## src/mcecc_map.vh

```
/*
 * Register map, field positions, bus size codes and reset values of the
 * crossbar policy and memory error reporting registers.
 * Assumes inclusion by bare name from the design files of this block.
 */
`ifndef MCECC_MAP_VH
`define MCECC_MAP_VH

// Byte addresses within the module
`define MC_ADDR_W 7
`define MC_OFF_USER_CTRL 7'h24
`define MC_OFF_ECC_CFG 7'h43
`define MC_OFF_ECC_FLAGS 7'h47
`define MC_OFF_FL_ADDR 7'h50
`define MC_OFF_FL_MATTR 7'h58
`define MC_OFF_FL_DATA 7'h5C
`define MC_OFF_RAM_ADDR 7'h60
`define MC_OFF_RAM_SMATTR 7'h64
`define MC_OFF_RAM_DATA 7'h6C

// Transfer size codes on the register bus
`define MC_SZ_BYTE 2'h0
`define MC_SZ_HALF 2'h1
`define MC_SZ_WORD 2'h2

// Field positions
`define MC_BIT_ROUND_ROBIN 31
`define MC_BIT_RAM_SINGLE 2
`define MC_BIT_FL_SINGLE 3
`define MC_BIT_RAM_UNCORR 6
`define MC_BIT_FL_UNCORR 7

// Implemented bits and reset values
`define MC_ECC_CFG_MASK 8'hCC
`define MC_ECC_CFG_RST 8'h00
`define MC_ECC_FLAGS_RST 8'h00
`define MC_USER_CTRL_RST 32'h00000000
`define MC_ZERO_WORD 32'h00000000
`define MC_ZERO_BYTE 8'h00

`endif

```

## src/mcecc_capture.v

```verilog
/*
 * Capture registers for one memory: fault address, syndrome, master number,
 * attributes and data, loaded together on a single-cycle load strobe.
 * Assumes the fault fields are stable in the cycle the strobe is high.
 */
`timescale 1ns/100ps
module mcecc_capture #(
	parameter AW = 32,
	parameter DW = 32,
	parameter SW = 8,
	parameter MW = 4,
	parameter TW = 8
) (
	// Clock and reset
	input wire ref_clk,
	input wire reset,
	// Load strobe and fault fields
	input wire load,
	input wire [AW-1:0] fault_addr,
	input wire [SW-1:0] fault_syn,
	input wire [MW-1:0] fault_master,
	input wire [TW-1:0] fault_attr,
	input wire [DW-1:0] fault_data,
	// Held copies
	output reg [AW-1:0] addr_q,
	output reg [SW-1:0] syn_q,
	output reg [MW-1:0] master_q,
	output reg [TW-1:0] attr_q,
	output reg [DW-1:0] data_q
);

	// All fields load together so software sees one coherent event
	always @(posedge ref_clk or posedge reset) begin
		if (reset) begin
			addr_q <= {AW{1'b0}};
			syn_q <= {SW{1'b0}};
			master_q <= {MW{1'b0}};
			attr_q <= {TW{1'b0}};
			data_q <= {DW{1'b0}};
		end else if (load) begin
			addr_q <= fault_addr;
			syn_q <= fault_syn;
			master_q <= fault_master;
			attr_q <= fault_attr;
			data_q <= fault_data;
		end
	end

endmodule

```

## src/mcecc_ctrl.v

```verilog
/*
 * Crossbar arbitration control and memory error reporting registers:
 * user control word, reporting configuration, event flags, two capture sets
 * and registered interrupt requests, behind the peripheral register bus.
 * Assumes bus requests, memory event pulses and the single-bit reporting
 * enable all come from logic on ref_clk, so none is resynchronised.
 */
// Operation
// - Control bit 31 drives crossbar round-robin select
// - Round-robin bit reset value set at build
// - Without ECC, ECC addresses are reserved
// - Eight-bit reporting configuration at offset 0x43
// - Uncorrectable error ends access with bus error
// - Interrupt covers every uncorrectable memory error; raised here only for enabled ones that win the flag
// - Single-bit enables settable only with SoC input
// - Bit 2 reports RAM single-bit corrections
// - Reported RAM event loads RAM capture registers; loaded here only when it wins the flag
// - Bit 3 reports flash single-bit corrections
// - Reported flash event loads flash capture registers; loaded here only when it wins the flag
// - Bit 6 reports RAM uncorrectable errors
// - Bit 7 reports flash uncorrectable errors
// - Reserved address access ends with error
// - Wrong-size write errors; read-only writes ignored
// - Requests are enable AND flag, then ORed
`timescale 1ns/100ps
`include "mcecc_map.vh"
module mcecc_ctrl #(
	parameter ECC_PRESENT = 1,
	parameter RR_RESET_ONE = 0,
	parameter AW = 32,
	parameter DW = 32
) (
	// Clock and reset
	input wire ref_clk,
	input wire reset,
	// Peripheral register bus
	input wire bus_req,
	input wire bus_wr,
	input wire [`MC_ADDR_W-1:0] bus_addr,
	input wire [1:0] bus_size,
	input wire [31:0] bus_wdata,
	output reg bus_ack_q,
	output reg bus_err_q,
	output reg [31:0] bus_rdata_q,
	// SoC configuration
	input wire single_report_allow,
	// RAM event reports
	input wire ram_single_evt,
	input wire ram_uncorr_evt,
	input wire [AW-1:0] ram_fault_addr,
	input wire [7:0] ram_fault_syndrome,
	input wire [3:0] ram_fault_master,
	input wire [7:0] ram_fault_attributes,
	input wire [DW-1:0] ram_fault_data,
	// Flash event reports
	input wire flash_single_evt,
	input wire flash_uncorr_evt,
	input wire [AW-1:0] flash_fault_address,
	input wire [3:0] flash_fault_master,
	input wire [7:0] flash_fault_attributes,
	input wire [DW-1:0] flash_fault_data,
	// Control outputs
	output reg [31:0] user_misc_control_q,
	output reg xbar_round_robin_q,
	// Interrupt requests
	output reg irq_single_q,
	output reg irq_ram_uncorr_q,
	output reg irq_flash_uncorr_q,
	output reg irq_uncorr_q,
	output reg irq_ecc_q
);

	localparam ECC_ON = (ECC_PRESENT != 0) ? 1'b1 : 1'b0;
	localparam RR_RST = (RR_RESET_ONE != 0) ? 1'b1 : 1'b0;

	reg [7:0] ecc_report_config_q;
	reg [7:0] ecc_report_config_d;
	reg [7:0] ecc_event_flags_q;
	reg [7:0] ecc_event_flags_d;
	reg [31:0] user_ctrl_d;
	reg ack_d;
	reg err_d;
	reg [31:0] rdata_d;
	reg [7:0] flag_clear;
	reg [7:0] flag_set;
	reg hit_user;
	reg hit_cfg;
	reg hit_flags;
	reg hit_ro;
	reg [31:0] ro_word;
	reg ram_load;
	reg flash_load;

	wire [AW-1:0] ram_addr_c;
	wire [7:0] ram_syn_c;
	wire [3:0] ram_master_c;
	wire [7:0] ram_attr_c;
	wire [DW-1:0] ram_data_c;
	wire [AW-1:0] fl_addr_c;
	wire [3:0] fl_master_c;
	wire [7:0] fl_attr_c;
	wire [DW-1:0] fl_data_c;

	// Events qualified by their reporting enables
	wire ev_ram_single = ECC_ON & ram_single_evt & ecc_report_config_q[`MC_BIT_RAM_SINGLE];
	wire ev_fl_single = ECC_ON & flash_single_evt & ecc_report_config_q[`MC_BIT_FL_SINGLE];
	wire ev_ram_uncorr = ECC_ON & ram_uncorr_evt & ecc_report_config_q[`MC_BIT_RAM_UNCORR];
	wire ev_fl_uncorr = ECC_ON & flash_uncorr_evt & ecc_report_config_q[`MC_BIT_FL_UNCORR];

	// Address decode; ECC locations vanish when the memories lack ECC
	always @* begin
		hit_user = (bus_addr == `MC_OFF_USER_CTRL);
		hit_cfg = ECC_ON & (bus_addr == `MC_OFF_ECC_CFG);
		hit_flags = ECC_ON & (bus_addr == `MC_OFF_ECC_FLAGS);
		hit_ro = 1'b0;
		ro_word = `MC_ZERO_WORD;
		if (ECC_ON) begin
			case (bus_addr)
			`MC_OFF_FL_ADDR: begin
				hit_ro = 1'b1;
				ro_word = fl_addr_c[31:0];
			end
			`MC_OFF_FL_MATTR: begin
				hit_ro = 1'b1;
				ro_word = {16'h0000, 4'h0, fl_master_c, fl_attr_c};
			end
			`MC_OFF_FL_DATA: begin
				hit_ro = 1'b1;
				ro_word = fl_data_c[31:0];
			end
			`MC_OFF_RAM_ADDR: begin
				hit_ro = 1'b1;
				ro_word = ram_addr_c[31:0];
			end
			`MC_OFF_RAM_SMATTR: begin
				hit_ro = 1'b1;
				ro_word = {8'h00, ram_syn_c, 4'h0, ram_master_c, ram_attr_c};
			end
			`MC_OFF_RAM_DATA: begin
				hit_ro = 1'b1;
				ro_word = ram_data_c[31:0];
			end
			default: begin
				hit_ro = 1'b0;
				ro_word = `MC_ZERO_WORD;
			end
			endcase
		end
	end

	// Bus transaction: response one cycle after the request
	always @* begin
		ack_d = bus_req;
		err_d = 1'b0;
		rdata_d = `MC_ZERO_WORD;
		user_ctrl_d = user_misc_control_q;
		ecc_report_config_d = ecc_report_config_q;
		flag_clear = `MC_ZERO_BYTE;
		if (bus_req) begin
			if (!(hit_user | hit_cfg | hit_flags | hit_ro)) begin
				err_d = 1'b1;
			end else if (bus_wr) begin
				if (hit_user) begin
					if (bus_size != `MC_SZ_WORD)
						err_d = 1'b1;
					else
						user_ctrl_d = bus_wdata;
				end else if (hit_cfg) begin
					if (bus_size != `MC_SZ_BYTE) begin
						err_d = 1'b1;
					end else begin
						ecc_report_config_d = bus_wdata[7:0] & `MC_ECC_CFG_MASK;
						// Single-bit enables need the SoC permission to set
						ecc_report_config_d[`MC_BIT_RAM_SINGLE] =
							bus_wdata[`MC_BIT_RAM_SINGLE] & single_report_allow;
						ecc_report_config_d[`MC_BIT_FL_SINGLE] =
							bus_wdata[`MC_BIT_FL_SINGLE] & single_report_allow;
					end
				end else if (hit_flags) begin
					if (bus_size != `MC_SZ_BYTE)
						err_d = 1'b1;
					else
						flag_clear = bus_wdata[7:0]; // Write one to clear
				end
				// Capture registers are read-only: write ignored, no error
			end else begin
				if (hit_user)
					rdata_d = user_misc_control_q;
				else if (hit_cfg)
					rdata_d = {24'h000000, ecc_report_config_q};
				else if (hit_flags)
					rdata_d = {24'h000000, ecc_event_flags_q};
				else
					rdata_d = ro_word;
			end
		end
	end

	// Only one flag stands at a time so it matches the capture registers;
	// a new event replaces the old flag and beats a same-cycle clear
	always @* begin
		flag_set = `MC_ZERO_BYTE;
		ram_load = 1'b0;
		flash_load = 1'b0;
		if (ev_ram_single) begin
			flag_set[`MC_BIT_RAM_SINGLE] = 1'b1;
			ram_load = 1'b1;
		end else if (ev_fl_single) begin
			flag_set[`MC_BIT_FL_SINGLE] = 1'b1;
			flash_load = 1'b1;
		end else if (ev_ram_uncorr) begin
			flag_set[`MC_BIT_RAM_UNCORR] = 1'b1;
			ram_load = 1'b1;
		end else if (ev_fl_uncorr) begin
			flag_set[`MC_BIT_FL_UNCORR] = 1'b1;
			flash_load = 1'b1;
		end
		if (flag_set != `MC_ZERO_BYTE)
			ecc_event_flags_d = flag_set;
		else
			ecc_event_flags_d = ecc_event_flags_q & ~flag_clear;
	end

	// Register state and bus response
	always @(posedge ref_clk or posedge reset) begin
		if (reset) begin
			bus_ack_q <= 1'b0;
			bus_err_q <= 1'b0;
			bus_rdata_q <= `MC_ZERO_WORD;
			user_misc_control_q <= `MC_USER_CTRL_RST | {RR_RST, 31'h00000000};
			xbar_round_robin_q <= RR_RST;
			ecc_report_config_q <= `MC_ECC_CFG_RST;
			ecc_event_flags_q <= `MC_ECC_FLAGS_RST;
		end else begin
			bus_ack_q <= ack_d;
			bus_err_q <= err_d;
			bus_rdata_q <= rdata_d;
			user_misc_control_q <= user_ctrl_d;
			// The crossbar itself drops to fixed priority under elevation
			xbar_round_robin_q <= user_ctrl_d[`MC_BIT_ROUND_ROBIN];
			ecc_report_config_q <= ecc_report_config_d;
			ecc_event_flags_q <= ecc_event_flags_d;
		end
	end

	// Requests follow the next state so they rise with their flag.
	// Uncorrectable errors already end their access with a bus error in
	// the memory; this request catches those no master ever reports.
	always @(posedge ref_clk or posedge reset) begin
		if (reset) begin
			irq_single_q <= 1'b0;
			irq_ram_uncorr_q <= 1'b0;
			irq_flash_uncorr_q <= 1'b0;
			irq_uncorr_q <= 1'b0;
			irq_ecc_q <= 1'b0;
		end else begin
			irq_single_q <= (ecc_report_config_d[`MC_BIT_RAM_SINGLE] & ecc_event_flags_d[`MC_BIT_RAM_SINGLE]) |
				(ecc_report_config_d[`MC_BIT_FL_SINGLE] & ecc_event_flags_d[`MC_BIT_FL_SINGLE]);
			irq_ram_uncorr_q <= ecc_report_config_d[`MC_BIT_RAM_UNCORR] &
				ecc_event_flags_d[`MC_BIT_RAM_UNCORR];
			irq_flash_uncorr_q <= ecc_report_config_d[`MC_BIT_FL_UNCORR] &
				ecc_event_flags_d[`MC_BIT_FL_UNCORR];
			irq_uncorr_q <= (ecc_report_config_d[`MC_BIT_RAM_UNCORR] & ecc_event_flags_d[`MC_BIT_RAM_UNCORR]) |
				(ecc_report_config_d[`MC_BIT_FL_UNCORR] & ecc_event_flags_d[`MC_BIT_FL_UNCORR]);
			irq_ecc_q <= |(ecc_report_config_d & ecc_event_flags_d);
		end
	end

	// RAM capture set
	mcecc_capture #(.AW(AW), .DW(DW), .SW(8), .MW(4), .TW(8)) u_ram_cap (
		.ref_clk(ref_clk),
		.reset(reset),
		.load(ram_load),
		.fault_addr(ram_fault_addr),
		.fault_syn(ram_fault_syndrome),
		.fault_master(ram_fault_master),
		.fault_attr(ram_fault_attributes),
		.fault_data(ram_fault_data),
		.addr_q(ram_addr_c),
		.syn_q(ram_syn_c),
		.master_q(ram_master_c),
		.attr_q(ram_attr_c),
		.data_q(ram_data_c)
	);

	// Flash capture set; flash has no syndrome, so that field stays zero
	mcecc_capture #(.AW(AW), .DW(DW), .SW(8), .MW(4), .TW(8)) u_fl_cap (
		.ref_clk(ref_clk),
		.reset(reset),
		.load(flash_load),
		.fault_addr(flash_fault_address),
		.fault_syn(`MC_ZERO_BYTE),
		.fault_master(flash_fault_master),
		.fault_attr(flash_fault_attributes),
		.fault_data(flash_fault_data),
		.addr_q(fl_addr_c),
		.syn_q(),
		.master_q(fl_master_c),
		.attr_q(fl_attr_c),
		.data_q(fl_data_c)
	);

endmodule

```

## config.mk

```make
export PLATFORM = sky130hd
export DESIGN_NAME = mcecc_ctrl
export DESIGN_NICKNAME = d
export VERILOG_FILES = /design/src/mcecc_capture.v /design/src/mcecc_ctrl.v
export VERILOG_INCLUDE_DIRS = /design/src
export SDC_FILE = /design/constraint.sdc
export NUM_CORES = 1
export LEC_CHECK = 0
export ABC_AREA = 1
export BUFFER_PORTS_ARGS = -buffer_cell sky130_fd_sc_hd__buf_2
export CORE_ASPECT_RATIO = 1.75
export CORE_MARGIN = 8
export CORE_UTILIZATION = 48
export CTS_CLUSTER_SIZE = 10
export DETAILED_ROUTE_END_ITERATION = 12
export GPL_TIMING_DRIVEN = 0
export PLACE_DENSITY = 0.76
export SYNTH_ARGS = -nofsm -noshare
export SYNTH_HDL_FRONTEND = slang
export SYNTH_SLANG_ARGS = --single-unit
```

## constraint.sdc

```tcl
create_clock -name ref_clk -period 7.5 [get_ports ref_clk]
set_clock_uncertainty 0.05 [all_clocks]
set_input_delay 0.375 -clock ref_clk [delete_from_list [all_inputs] [get_ports ref_clk]]
set_output_delay 0.375 -clock ref_clk [all_outputs]
set_load 0.005 [all_outputs]
```

==> results.cfg <==
[logic_synthesis]
syn_inst = 1148
synth.most_common_cell = nand2_1
synth_area_um2 = 11000
yosys.area.top_type = dfrtp_1
synthDistinctLibCells = 29
synth_edf_count = 0
yosysTopAreaCellShare_pct = 56.4
async_flop_share_pct = 100
synth_warnings = 0
syn_nets = 1358
ys_top_cells_by_count = 249 x nand2_1, 247 x dfrtp_1, 132 x inv_1
synth.avg_cell_area_um2 = 9.55
synth_area_leaders = dfrtp_1 56%, nand2_1 8.5%, mux2_2 8.4%
synth.yosys.seq_area_share_pct = 56.4
ys_ff_latch = 247
ys.flop_type = dfrtp_1

[layout]
layout-drive-gt1-share_pct = 32.9
layout.nets = 1692
fillers = 1977
final_core_util_pct = 61.0
fin_area_um2 = 13800
syn2layout_area_growth_pct = 25.5

[sta]
holdWs_ps = 11.7
fin_crit_ps = 2180
rsz0062_at_grt = false
post-route-period-util_pct = 29.0
drv_slew = 0
fmax_mhz = 459
finalHoldViolCount = 0
slew_headroom_pct = 42.7
worstMarginPinSlew_ps = 856
setup_viol = 0

[detailed_routing]
drt-total-wl_um = 35800
drc_errors = 0
via_count = 9242
firstDrtPassIters = 5
drt_iter0_drc = 622
wire_per_inst_um = 20.1
vias_per_cell = 5.17
ant_nets = 0

[setup_path]
worstSetupEndpointType = flip-flop
crit_fanout = 10
arrival_ps = 2550
start_kind = primary input
cp.required_ps = 7870
crit_type = in2reg

[die]
die_width_um = 130
die_area_um2 = 28100
ios = 282
rows = 73
die-height_um = 216
core_region_area_um2 = 22600
start_util_pct = 48.6

[pwr]
p_total_w = 0.00310
leakagePower_nw = 7.45
p_per_area_nw_per_um2 = 225
ir_worst_vdd_uv = 179

[placement]
dpl_cell_area_um2 = 12800
portBuffers = 281
dp_hpwl_um = 27100
place.gp.congestion = 1.01

[global_route]
grt_overflow_total = 0
antenna_found_initial = 6
grtUsageTotal_pct = 25.5
grt_max_degree = 110
grt_pass1_wl_um = 54600
grt_pass1_vias = 9947

[clocking]
worstSkewPairLatency_ps = 530
root_buffer = clkbuf_16
cts_max_level = 1
numCtsBuffers = 28
cts_max_path_buffers = 3
cts.sinks = 247
clk_pin_slew_ps = 60
tritoncts = yes
postCtsSetupBuffers = 0

[hold_path]
hold_path.class = in2reg

[flow_run]
max-cap-violations = 0

[status]
status = complete, no violations
layout by cell type, fill, tap and decap left out, drive strengths merged, types with 21 or more instances in the layout:
master,instances
nand3,22
dfrtp,247
o21ai,101
clkbuf,45
mux2,103
inv,138
nor2,138
dlygate4sd3,21
nand2,255
a21oi,47
buf,313
o22ai,23
routing by layer:
layer	vias up	routed length, um	global-route usage (%)
li1	4328	-	-
met1	4475	12700	27.3
met2	359	19700	47.0
met3	76	2120	4.17
met4	4	1300	11.8
met5	-	21	0
repair_timing:
action,in CTS,in global routing
endpoints found under the hold margin,76,0
hold buffers,21,0
resized for setup,0,0
power by group:
group / internal (W) / switching, W / total, W
logic: 0.000159 / 0.000192 / 0.000351
clock network: 0.000673 / 0.000500 / 0.00117
registers: 0.00151 / 0.0000671 / 0.00158
flip-flops by register name (all words and copies together) (netlist names), 8 cells and up:
register             cells
ecc_event_flags_q        8
u_fl_cap.data_q         32
u_ram_cap.addr_q        32
ecc_report_config_q      8
u_ram_cap.data_q        32
u_ram_cap.attr_q         8
u_fl_cap.addr_q         32
u_ram_cap.syn_q          8
u_fl_cap.attr_q          8
bus_rdata_q             32
user_misc_control_q     32
logic make-up (layout without fill, tap and decap cells):
| logic type | after synthesis | in the layout | share of synthesized area, % |
|---|---|---|---|
| compound gates | 176 | 176 | 8.99 |
| buf+inv | 186 | 520 | 6.95 |
| simple gates | 436 | 436 | 16.4 |
| other cells | 0 | 4 | 0 |
| flops | 247 | 247 | 56.4 |
| mux | 103 | 103 | 11.3 |
per-stage QoR:
stage               TNS, ps  instances  setup WS, ps
floorplan                 0       1148           288
global placement    -573310       1729         -2350
detailed placement        0       1731          5130
CTS                       0       1782          5330
global route              0       1785          5190
finish                    0       1786          5320
path summary, 6_finish.rpt:
path	from	end	slack [ps]	cells past startpoint
max	bus_req	user_misc_control_q[0]	5320	7
min	ram_fault_addr[18]	u_ram_cap.addr_q[18]	10	3
max reg2reg	ecc_report_config_q[6]	u_fl_cap.attr_q[1]	5470	7
min reg2reg	ecc_report_config_q[4]	ecc_report_config_q[4]	440	2
max in group asynchronous	reset	u_fl_cap.addr_q[27]	6140	4
min in group asynchronous	reset	u_fl_cap.addr_q[0]	350	3
worst max-delay path, cell delays in order:
cell and delay [ps]:
dlygate4sd3_1 550, buf_2 160, nand2_1 200, clkinv_1 370, nand3_4 300, buf_2 270, mux2_4 320
final cells by class:
type / instances / area [um^2] / area share [%]
clock buffer: 29 / 726 / 5.27
antenna: 4 / 10.0 / 0.0728
tap: 300 / 375 / 2.73
multi-input combinational: 715 / 4020 / 29.2
clock inverter: 1 / 5.00 / 0.0364
inverter: 140 / 536 / 3.89
sequential: 247 / 6180 / 44.9
timing repair buffer: 304 / 1670 / 12.1
buffer: 46 / 234 / 1.70
(Power assumes the default switching activity.)
